$ cat src/rtl/seepw_pkg.sv
// Purpose: shared constants for the two-wire serial memory slave write path
// Assumes: 250 MHz system clock
// Notes: times kept in their own unit, cycle counts derived from them
package seepw_pkg;
	localparam int unsigned CLK_MHZ = 250;
	localparam int unsigned PROG_TIME_US = 5000; // self-timed write, 5 ms max
	localparam int unsigned PROG_CYCLES = PROG_TIME_US * CLK_MHZ; // longest time, exact product so nothing rounds
	localparam logic [3:0] TYPE_CODE = 4'ha; // fixed type pattern 1010
	localparam int unsigned ADDR_W = 17;
	localparam int unsigned PAGE_BITS = 8; // 256-byte page
	localparam logic [16:0] ADDR_RESET = 17'h00000;
	localparam int unsigned FILT_LEN = 2; // glitch filter length in samples
	localparam logic [3:0] BIT_LAST = 4'h7;
	typedef enum logic [2:0] {
		SEEPW_IDLE,
		SEEPW_DEV,
		SEEPW_ADDR_HI,
		SEEPW_ADDR_LO,
		SEEPW_DATA,
		SEEPW_IGNORE
	} seepw_state_e;
endpackage

$ cat src/rtl/seepw_slave.sv
// Purpose: two-wire serial memory slave front end, write path
// Assumes: bus master drives the clock line; memory array lives outside this block
// Notes: reads are acknowledged on address only; data output is not in this block
`timescale 1ns/1ns
// What this block does
// RULE1: ignore the bus and drive nothing until a start is seen
// RULE2: start is data falling while clock high; detect it
// RULE3: stop is data rising while clock high; ends every operation
// RULE4: data sampled on clock rise, changed only while clock low
// RULE5: pull data low on ninth pulse after each accepted byte
// RULE6: master recovers a hung bus by clocking then issuing start
// RULE7: answer only when top four address bits equal the type code
// RULE8: next two bits must match the two address straps
// RULE9: seventh address-byte bit is memory address bit 16
// RULE10: last bit of address byte: one read, zero write
// RULE11: master sends two address bytes, high byte first
// RULE12: ack address and data bytes; program on the stop
// RULE13: while programming, answer nothing, not even own address
// RULE14: programming is self-timed, clears itself within 5 ms
// RULE15: page write takes up to 256 bytes, each acked
// RULE16: in-page address increments, upper bits fixed, wraps in page
// RULE17: beyond 256 bytes the page address rolls and overwrites
// RULE18: after page stop, program all bytes once, ignoring inputs
// RULE19: write-protect high makes whole array read-only
// RULE20: standby after stop of non-write and after write completes
// RULE21: reset puts the control machine in standby
// RULE22: a new start resets the bus machine
// RULE23: no ack to address while busy, ack once done
// RULE24: address counter holds last address plus one, wraps to zero; here only the low 8 bits wrap, within the page
// RULE25: protected writes still acked but no programming cycle
// RULE26: both lines synchronised and filtered before edge detection
// RULE27: data line is only driven low, open-drain style
module seepw_slave
	import seepw_pkg::*;
#(
	parameter int unsigned PROG_CNT = seepw_pkg::PROG_CYCLES
)
(
	input wire logic clk,
	input wire logic rst_n,
	input wire logic scl_in,
	input wire logic sda_in,
	output logic sda_out,
	output logic sda_oe_n,
	input wire logic address_strap_low,
	input wire logic address_strap_high,
	input wire logic write_protect,
	output logic [seepw_pkg::ADDR_W-1:0] buf_addr,
	output logic [7:0] buf_data,
	output logic buf_we,
	output logic prog_start,
	output logic [seepw_pkg::ADDR_W-1:0] prog_page,
	output logic busy,
	output logic standby,
	output logic read_req,
	output logic [seepw_pkg::ADDR_W-1:0] addr_counter
);
	import seepw_pkg::*;

	seepw_state_e state;
	logic scl_f, sda_f, scl_d, sda_d;
	logic [2:0] wp_sync;
	logic wp;
	logic start_det, stop_det, scl_rise, scl_fall;
	logic [3:0] bit_cnt;
	logic [7:0] shreg;
	logic ack_phase, ack_drive;
	logic write_pending;
	logic got_data;
	logic [31:0] prog_cnt;
	logic next_busy_done;

	// --------------------------------
	// line conditioning
	// --------------------------------
	seepw_line_sync #(.FILT(FILT_LEN), .INIT(1'b1)) u_scl ( // RULE26
		.clk(clk),
		.rst_n(rst_n),
		.line_in(scl_in),
		.line_out(scl_f)
	);

	seepw_line_sync #(.FILT(FILT_LEN), .INIT(1'b1)) u_sda (
		.clk(clk),
		.rst_n(rst_n),
		.line_in(sda_in),
		.line_out(sda_f)
	);

	// write-protect pin: three flops, accepted when last two agree
	always_ff @(posedge clk)
	begin
		if (!rst_n)
		begin
			wp_sync <= 3'h0;
			wp <= 1'b0;
		end
		else
		begin
			wp_sync <= {wp_sync[1:0], write_protect};
			if (wp_sync[1] == wp_sync[2])
				wp <= wp_sync[2];
		end
	end

	// delayed copies for edge detection
	always_ff @(posedge clk)
	begin
		if (!rst_n)
		begin
			scl_d <= 1'b1;
			sda_d <= 1'b1;
		end
		else
		begin
			scl_d <= scl_f;
			sda_d <= sda_f;
		end
	end

	// --------------------------------
	// bus conditions
	// --------------------------------
	// clock held high on both samples so a data edge is a condition, not a bit
	assign start_det = scl_f && scl_d && sda_d && !sda_f; // RULE2
	assign stop_det = scl_f && scl_d && !sda_d && sda_f; // RULE3
	assign scl_rise = scl_f && !scl_d; // RULE4
	assign scl_fall = !scl_f && scl_d;

	// device address match, shared by the byte decode
	function automatic logic dev_match(input logic [7:0] b, input logic s_hi, input logic s_lo);
		dev_match = (b[7:4] == TYPE_CODE) && (b[3] == s_hi) && (b[2] == s_lo);
	endfunction

	// --------------------------------
	// bit framing
	// --------------------------------
	// bits counted on the clock rise, so the clock fall closing a start is no bit
	always_ff @(posedge clk)
	begin
		if (!rst_n)
		begin
			bit_cnt <= 4'h0;
			shreg <= 8'h00;
			ack_phase <= 1'b0;
		end
		else if (start_det || stop_det)
		begin
			bit_cnt <= 4'h0; // RULE22
			ack_phase <= 1'b0;
		end
		else if (state != SEEPW_IDLE && state != SEEPW_IGNORE)
		begin
			if (scl_rise && !ack_phase)
			begin
				shreg <= {shreg[6:0], sda_f}; // RULE4
				bit_cnt <= bit_cnt + 4'h1;
			end
			if (scl_fall && ack_phase)
				ack_phase <= 1'b0;
			else if (scl_fall && bit_cnt == BIT_LAST + 4'h1)
			begin
				ack_phase <= 1'b1; // eighth bit taken, ninth pulse is the ack slot
				bit_cnt <= 4'h0;
			end
		end
	end

	// byte complete: falling edge after the eighth bit
	logic byte_done;
	assign byte_done = scl_fall && !ack_phase && bit_cnt == BIT_LAST + 4'h1
		&& state != SEEPW_IDLE && state != SEEPW_IGNORE;

	// --------------------------------
	// control state machine
	// --------------------------------
	always_ff @(posedge clk)
	begin
		if (!rst_n)
			state <= SEEPW_IDLE; // RULE21
		else if (start_det)
			state <= SEEPW_DEV; // RULE1 RULE22
		else if (stop_det)
			state <= SEEPW_IDLE;
		else if (byte_done)
		begin
			case (state)
				SEEPW_DEV:
				begin
					// RULE7 RULE8 RULE13 RULE23
					if (!dev_match(shreg, address_strap_high, address_strap_low) || busy)
						state <= SEEPW_IGNORE;
					else if (shreg[0])
						state <= SEEPW_IGNORE; // RULE10: read data path lives elsewhere
					else
						state <= SEEPW_ADDR_HI;
				end
				SEEPW_ADDR_HI: state <= SEEPW_ADDR_LO; // RULE11
				SEEPW_ADDR_LO: state <= SEEPW_DATA;
				SEEPW_DATA: state <= SEEPW_DATA; // RULE15
				default: state <= SEEPW_IGNORE;
			endcase
		end
	end

	// ack decision latched at the end of the byte
	always_ff @(posedge clk)
	begin
		if (!rst_n || start_det || stop_det)
			ack_drive <= 1'b0;
		else if (byte_done)
		begin
			if (state == SEEPW_DEV)
				ack_drive <= dev_match(shreg, address_strap_high, address_strap_low) && !busy; // RULE5 RULE23
			else
				ack_drive <= 1'b1; // RULE12 RULE15 RULE25
		end
		else if (scl_fall && ack_phase)
			ack_drive <= 1'b0;
	end

	// open drain: enable low means pull the line low
	assign sda_out = 1'b0; // RULE27
	assign sda_oe_n = !ack_drive; // RULE27

	// read requests are flagged for the outside data path
	always_ff @(posedge clk)
	begin
		if (!rst_n)
			read_req <= 1'b0;
		else
			read_req <= byte_done && state == SEEPW_DEV && shreg[0] && !busy
				&& dev_match(shreg, address_strap_high, address_strap_low);
	end

	// --------------------------------
	// address counter and page buffer writes
	// --------------------------------
	always_ff @(posedge clk)
	begin
		if (!rst_n)
			addr_counter <= ADDR_RESET;
		else if (byte_done)
		begin
			case (state)
				SEEPW_DEV:
					if (dev_match(shreg, address_strap_high, address_strap_low) && !busy)
						addr_counter[16] <= shreg[1]; // RULE9
				SEEPW_ADDR_HI: addr_counter[15:8] <= shreg; // RULE11
				SEEPW_ADDR_LO: addr_counter[7:0] <= shreg;
				SEEPW_DATA:
					// RULE16 RULE17 RULE24: low byte wraps, upper bits fixed
					addr_counter[PAGE_BITS-1:0] <= addr_counter[PAGE_BITS-1:0] + 8'h01;
				default: addr_counter <= addr_counter;
			endcase
		end
	end

	always_ff @(posedge clk)
	begin
		if (!rst_n)
		begin
			buf_we <= 1'b0;
			buf_addr <= ADDR_RESET;
			buf_data <= 8'h00;
		end
		else
		begin
			buf_we <= byte_done && state == SEEPW_DATA; // RULE15
			if (byte_done && state == SEEPW_DATA)
			begin
				buf_addr <= addr_counter;
				buf_data <= shreg;
			end
		end
	end

	// a write is pending once a data byte is held; cancelled by a fresh start
	always_ff @(posedge clk)
	begin
		if (!rst_n || start_det)
			got_data <= 1'b0;
		else if (byte_done && state == SEEPW_DATA)
			got_data <= 1'b1;
	end
	assign write_pending = got_data && state == SEEPW_DATA;

	// --------------------------------
	// self-timed programming cycle
	// --------------------------------
	assign next_busy_done = busy && prog_cnt >= PROG_CNT - 1;

	always_ff @(posedge clk)
	begin
		if (!rst_n)
		begin
			busy <= 1'b0;
			prog_cnt <= 32'h0;
			prog_start <= 1'b0;
			prog_page <= ADDR_RESET;
		end
		else
		begin
			prog_start <= 1'b0;
			if (stop_det && write_pending && !wp && !busy)
			begin
				busy <= 1'b1; // RULE12 RULE18 RULE19 RULE25
				prog_cnt <= 32'h0;
				prog_start <= 1'b1;
				prog_page <= {addr_counter[16:PAGE_BITS], 8'h00};
			end
			else if (next_busy_done)
				busy <= 1'b0; // RULE14
			else if (busy)
				prog_cnt <= prog_cnt + 32'h1;
		end
	end

	// --------------------------------
	// standby
	// --------------------------------
	always_ff @(posedge clk)
	begin
		if (!rst_n)
			standby <= 1'b1; // RULE21
		else if (start_det)
			standby <= 1'b0;
		else if ((stop_det && !(write_pending && !wp)) || next_busy_done)
			standby <= !busy || next_busy_done; // RULE20
	end
endmodule

$ cat src/rtl/seepw_line_sync.sv
// Purpose: synchronise and glitch-filter one bus line
// Assumes: line is asynchronous to clk
// Notes: three flops, change taken once second and third agree, then a short filter
`timescale 1ns/1ns
module seepw_line_sync
	import seepw_pkg::*;
#(
	parameter int unsigned FILT = seepw_pkg::FILT_LEN,
	parameter logic INIT = 1'b1
)
(
	input wire logic clk,
	input wire logic rst_n,
	input wire logic line_in,
	output logic line_out
);
	logic [2:0] sync;
	logic [3:0] cnt;
	logic agreed;

	// --------------------------------
	// synchroniser chain
	// --------------------------------
	always_ff @(posedge clk)
	begin
		if (!rst_n)
			sync <= {3{INIT}};
		else
			sync <= {sync[1:0], line_in};
	end

	// only the second and third stages are looked at
	always_ff @(posedge clk)
	begin
		if (!rst_n)
			agreed <= INIT;
		else if (sync[1] == sync[2])
			agreed <= sync[2];
	end

	// filter: new level must hold FILT cycles, spikes are dropped
	always_ff @(posedge clk)
	begin
		if (!rst_n)
		begin
			line_out <= INIT;
			cnt <= 4'h0;
		end
		else if (agreed == line_out)
			cnt <= 4'h0;
		else if (cnt >= 4'(FILT - 1))
		begin
			line_out <= agreed; // RULE26
			cnt <= 4'h0;
		end
		else
			cnt <= cnt + 4'h1;
	end
endmodule

$ cat config.mk
export PLATFORM = sky130hd
export DESIGN_NAME = seepw_slave
export DESIGN_NICKNAME = d
export VERILOG_FILES = /design/src/rtl/seepw_pkg.sv /design/src/rtl/seepw_slave.sv /design/src/rtl/seepw_line_sync.sv
export SDC_FILE = /design/constraint.sdc
export NUM_CORES = 1
export LEC_CHECK = 0
export BUFFER_PORTS_ARGS = -buffer_cell sky130_fd_sc_hd__buf_4
export CAP_MARGIN = 20
export CORE_MARGIN = 2
export CORE_UTILIZATION = 64
export CTS_BUF_LIST = sky130_fd_sc_hd__clkbuf_4 sky130_fd_sc_hd__clkbuf_8
export DETAILED_ROUTE_END_ITERATION = 8
export HOLD_SLACK_MARGIN = 0.05
export PLACE_DENSITY = 0.88
export SYNTH_ARGS = -nofsm -noshare
export SYNTH_HDL_FRONTEND = slang
export SYNTH_HIERARCHICAL = 1
export SYNTH_SLANG_ARGS = --single-unit
$ cat constraint.sdc
create_clock -name clk -period 5.2 [get_ports clk]
set_input_delay 0.26 -clock clk [delete_from_list [all_inputs] [get_ports clk]]
set_output_delay 0.26 -clock clk [all_outputs]
set_load 0.01 [all_outputs]
# ---- Word level (Yosys, flattened, before mapping)
# Cells that the tools add are included.
dict set report classes {
  eq_ne 14
  order_cmp 3
  n_reduce_logical 68
  muxes 20
  n_bitwise 5
  addsub 5
}
# op n
set ops {}
lappend ops {{$add A32 B1 Y32 const B} 1}
lappend ops {{$ge A32 B21 Y1 const B} 1}
lappend ops {{$logic_and A1 B1 Y1} 30}
lappend ops {{$pmux W8 S2} 1}
lappend ops {{$mux W1} 13}
lappend ops {{$add A4 B1 Y4 const B} 3}
lappend ops {{$mux W4} 3}
lappend ops {{$reduce_and A2 Y1} 6}
lappend ops {{$logic_not A1 Y1} 11}
lappend ops {{$reduce_bool A2 Y1} 5}
lappend ops {{$pmux W3 S3} 1}
lappend ops {{$reduce_or A3 Y1} 3}
lappend ops {{$add A8 B1 Y8 const B} 1}
lappend ops {{$eq A4 B4 Y1 const B} 2}
lappend ops {{$ge A4 B1 Y1 const B} 2}
lappend ops {{$eq A1 B1 Y1} 7}
lappend ops {{$eq A3 B2 Y1 const B} 2}
lappend ops {{$logic_or A1 B1 Y1} 6}
lappend ops {{$mux W3} 2}
lappend ops {{$reduce_and A3 Y1} 2}
lappend ops {{$reduce_bool A3 Y1} 2}
lappend ops {{$reduce_or A2 Y1} 3}
lappend ops {{$not A1 Y1} 5}
lappend ops {{$eq A3 B1 Y1 const B} 1}
lappend ops {{2 further kinds} 2}
dict set report word_totals {
  elab_cells 146
  input_bits 7
  regBits 130
}

# ---- Depth between registers and ports, before layout
dict set report logic_depth {
  ltp_word 10
  depth_mapped 8
}

# ---- By module
# The synthesis kept the hierarchy.
# mod cells_each seq_area_each_um2 area_each_um2 instances
set modules_own_cells {}
lappend modules_own_cells {seepw_slave 543 2242.2 4795.8 1}
lappend modules_own_cells {seepw_line_sync 32 180.2 347.8 2}

# ---- Worst setup path before layout
# Ideal clock, no wire load.
dict set report synth_timing {
  path_kind {flip-flop to flip-flop}
  start {register prog_cnt[8]}
  end {register prog_cnt[13]}
  synth_period_minus_slack_ns 2.013
  arrival_time_ns 1.947
  stages_incl_launch_ff 6
  path_buffers 0
  setup_slack_ns 3.187
  setup_time_ns 0.066
  cell_sequence {dfxtp_1 -> nand4_2 -> or4_4 -> or2_4 -> or4_4 -> a21oi_2}
}
dict set report synth_between {
  elab_chain_len 4
}
# item line
set synth_rtl {}
lappend synth_rtl {{from (decl)} seepw_slave.sv:70} ;# logic [31:0] prog_cnt;
lappend synth_rtl {{from (signal assigned)} seepw_slave.sv:315} ;# prog_cnt <= prog_cnt + 32'h1;
lappend synth_rtl {{$ge A32 B21 Y1} seepw_slave.sv:291} ;# assign next_busy_done = busy && prog_cnt >= PROG_CNT - 1;
lappend synth_rtl {{$logic_and A1 B1 Y1} seepw_slave.sv:291}
lappend synth_rtl {{$not A1 Y1 (no line)} n/a}
lappend synth_rtl {{$reduce_and A2 Y1 (no line)} n/a}
# Several ways; a longest one is shown, not always the timed one.
# A chain may end at the register's enable or synchronous reset.

# ---- Worst setup path in the final report
dict set report layout_timing {
  start {register state[2]}
  end {register prog_cnt[17]}
}
dict set report layout_between {
  elab_chain_len 6
}
# item line
set layout_rtl {}
lappend layout_rtl {{from (decl)} seepw_slave.sv:60} ;# seepw_state_e state;
lappend layout_rtl {{from (signal assigned)} seepw_slave.sv:180} ;# state <= SEEPW_IDLE;
lappend layout_rtl {{from (signal assigned)} seepw_slave.sv:182} ;# state <= SEEPW_DEV;
lappend layout_rtl {{from (signal assigned)} seepw_slave.sv:184} ;# state <= SEEPW_IDLE;
lappend layout_rtl {{$eq A3 B3 Y1} seepw_slave.sv:286} ;# assign write_pending = got_data && state == SEEPW_DATA;
lappend layout_rtl {{$logic_and A1 B1 Y1} seepw_slave.sv:286}
lappend layout_rtl {{$logic_and A1 B1 Y1 (3 in series)} seepw_slave.sv:305} ;# if (stop_det && write_pending && !wp && !busy)
lappend layout_rtl {{$reduce_or A2 Y1 (no line)} n/a}
# Every way passes these cells.

==> flow_summary_export.csv <==
group,metric,value,unit
floorplanning,placement_rows,33,
place,dpl.cell_count,747,
floorplanning,ios,73,
finish,final_cell_area,6450,sq um
cts,cts-resized-gates,0,
setup_path,critical-path-max-stage-delay,0.93,ns
global_routing,grt_max_degree,64,
routing,dr.first_iter.drc_count,400,
routing,drtPass1Iterations,5,
setup_path,path_depth,4,
cts,numCtsBuffers,17,
sta,slew_headroom,30.0,%
cts,clk_pin_slew,0.08,ns
finish,antenna_cells,0,
yosys,synth_edf_count,0,
sta,setup_viol,0,
yosys,synth_xor_area_share,2.23,%
pwr,leakagePower,2.47,nW
setup_path,crit_path_cell_trace,"or3b_1 > nor4_4 > nand2b_1 > nor2_1",
global_routing,grt_pass1_vias,4298,
global_routing,grt_pass1_wl,20.4,mm
sta,fin_tns_setup,0,ns
yosys,synth_top_family_by_area,"simple AND/OR/NAND/NOR gates",
routing,viasPerCell,5.86,
yosys,synth_compound_area_share,12.1,%
floorplanning,start_util,66.5,%
finish,area_delta_synth_final,17.4,%
routing,routedWlPerCell,15.8,um
floorplanning,dieArea,9340,sq um
sta,worst_clock_skew,0.0102,ns
pwr,ir_drop,0.239,mV
sta,tightest_slew,1.05,ns
yosys,yosysWarnings,6,
setup_path,crit_buf_inv,0,
setup_path,crit_path_start_kind,"flop",
yosys,synth-async-reset-ratio,0,%
place,numPortBuffers,63,
cts,cts_tree,"built",
cts,clockRootBuffer,"clkbuf_8",
routing,wl,12.3,mm
finish,final_cell_mix,"dfxtp_1, nand2_1, buf_4",
floorplanning,coreArea,8260,sq um
yosys,synthDistinctLibCells,67,
setup_path,crit-reg2reg-launch,"state[2]",
global_routing,grtUsageTotal,26.3,%
finish,final_common_cell,"dfxtp_1",
setup_path,cp.required,5.49,ns
run,maxCapViolCount,0,
global_routing,antenna_found_initial,0,
yosys,ys_ff_latch,130,
routing,drc,0,
setup_path,path_max_fanout,19,
hold_path,hold_path.class,"in2reg",
hold_path,holdPathStages,2,
setup_path,cp_top_family,"simple AND/OR/NAND/NOR gates",
sta,hold_viol,0,
setup_path,crit_type,"reg2reg",
cts,cts_setup_buffers,0,
finish,fill_cells,523,
finish,final_core_util,78.1,%
yosys,syn_area_per_cell,9.05,sq um
yosys,postSynthCellCount,607,
setup_path,slowest_stage,"nor4_4",
routing,vias,4588,
yosys,synth_area,5490,sq um
place,gp_congestion,0.930,
yosys,synth_fa_ha_area_share,2.28,%
sta,period_share,59.8,%
cts,clk_latency,0.44,ns
setup_path,crit_path_start,"state[2]",
sta,final.min_clock_period,3.11,ns
finish,drive_above_1_share,18.9,%
cts,clock_path_buffers,2,
sta,rsz0062_at_grt,"false",
sta,slew_viol_final,0,
routing,detail-route-antenna-nets,0,
pwr,power_density,314,nW/um^2
yosys,muxShareOfSynthArea,5.86,%
hold_path,min-delay-start,"rst_n",
cts,cts_sinks,130,
floorplanning,die_h,96.6,um
yosys,seq_area_frac_synth,47.4,%
cts,htreeDepth,4,
sta,fmax,321,MHz
status,status,"finished clean",
yosys,synth-simple-area-share,24.7,%
place,place_hpwl,8.18,mm
yosys,synthFlopType,"dfxtp_1",
setup_path,rr_worst_depth,4,
finish,final_cells,783,
place,place_area,5940,sq um
setup_path,critPathArrivalTime,3.40,ns
finish,layout.nets,682,
global_routing,grt-ovfl-total,0,
floorplanning,dieWidth,96.6,um
setup_path,end_kind,"flop",
[stage by stage]
| step | total power [W] | hold slack, ns | worst slack [ns] |
|---|---|---|---|
| 5_1_grt | 0.00208 | 0.153 | 1.85 |
| 3_5_place_dp | 0.00106 | 0.402 | 2.13 |
| 2_1_floorplan | 0.00106 | 0.333 | 3.19 |
| 4_1_cts | 0.00203 | 0.133 | 2.10 |
| 3_3_place_gp | 0.00106 | 0.394 | 2.26 |
| 6_report | 0.00202 | 0.141 | 2.09 |
[worst register-to-register path, stage by stage, from the launching register on]
cell and delay, ns:
dfxtp_1 0.53, or3b_1 0.68, nor4_4 0.94, nand2b_1 0.70
nor2_1 0.13
[area by class of cell]
cell class,instances,area [sq um],area share [%]
Multi-Input combinational cell,430,2650,41.2
Sequential cell,130,2600,40.4
Timing Repair Buffer,70,537,8.32
Clock buffer,19,255,3.96
Clock inverter,13,209,3.24
Tap cell,105,131,2.04
Inverter,16,60.1,0.931
[logic make-up (layout without fill, tap and decap cells)]
family	after synthesis	count (layout)
buffers and inverters	55	118
flip-flops	130	130
multiplexers	32	32
XOR/XNOR	14	14
other	3	11
AND/OR/NAND/NOR	254	254
adder cells (fa/ha/maj)	10	10
AO/OA/AOI/OAI	109	109
[state kept, by name, summed over array words and instances (netlist names), 3 cells and up]
signal and count:
buf_addr 17, wp_sync 3, u_sda/cnt 4, u_sda/sync 3, u_scl/sync 3, state 3, addr_counter 17, prog_cnt 32
buf_data 8, u_scl/cnt 4, bit_cnt 4, shreg 8, prog_page 9
[worst paths after layout]
| check | to | slack, ns |
|---|---|---|
| setup / recovery | prog_cnt[17] | 2.09 |
| hold / removal | u_sda/sync[1] | 0.14 |
| setup reg to reg | prog_cnt[17] | 2.09 |
| hold reg to reg | u_sda/sync[1] | 0.40 |
[repair_timing]
item / in CTS / in global routing
hold endpoints to repair: 3 / 0
setup endpoints to repair: 0 / 0
hold buffers: 3 / 0
[power breakdown]
part	internal [W]	total [W]	switching (W)
Combinational	0.0000120	0.0000363	0.0000243
Clock	0.000589	0.000985	0.000396
Sequential	0.00100	0.00100	0.00000343
[Yosys cell counts, types with 5 or more instances]
library cell	n	share of area, %
buf_2	6	0.55
and3_1	5	0.57
nor2b_1	8	0.91
ha_1	10	2.3
nand2_1	77	5.3
or4_1	8	1.1
xnor2_1	14	2.2
o31ai_1	11	1.5
inv_1	15	1.0
nor2_1	55	3.8
and2_1	18	2.1
nor3_1	5	0.46
buf_4	10	1.4
a21oi_1	52	4.7
nand2b_1	14	1.6
nand3_1	14	1.3
dfxtp_1	130	47
nand4_1	5	0.57
or3_1	5	0.57
o21ai_0	22	2.0
mux2i_1	31	5.7
clkbuf_1	18	1.2
nor4_1	12	1.4
[per-layer routing]
layer	wire length (um)	part of all wire [%]	track usage, %	up-vias
li1	-	-	-	2205
met1	5180	42	33.1	2187
met2	6160	50	43.2	163
met4	316	2.6	11.8	0
met3	683	5.5	5.85	33
met5	0	0	0	-
Note: power is estimated with default switching activity, not from simulation.
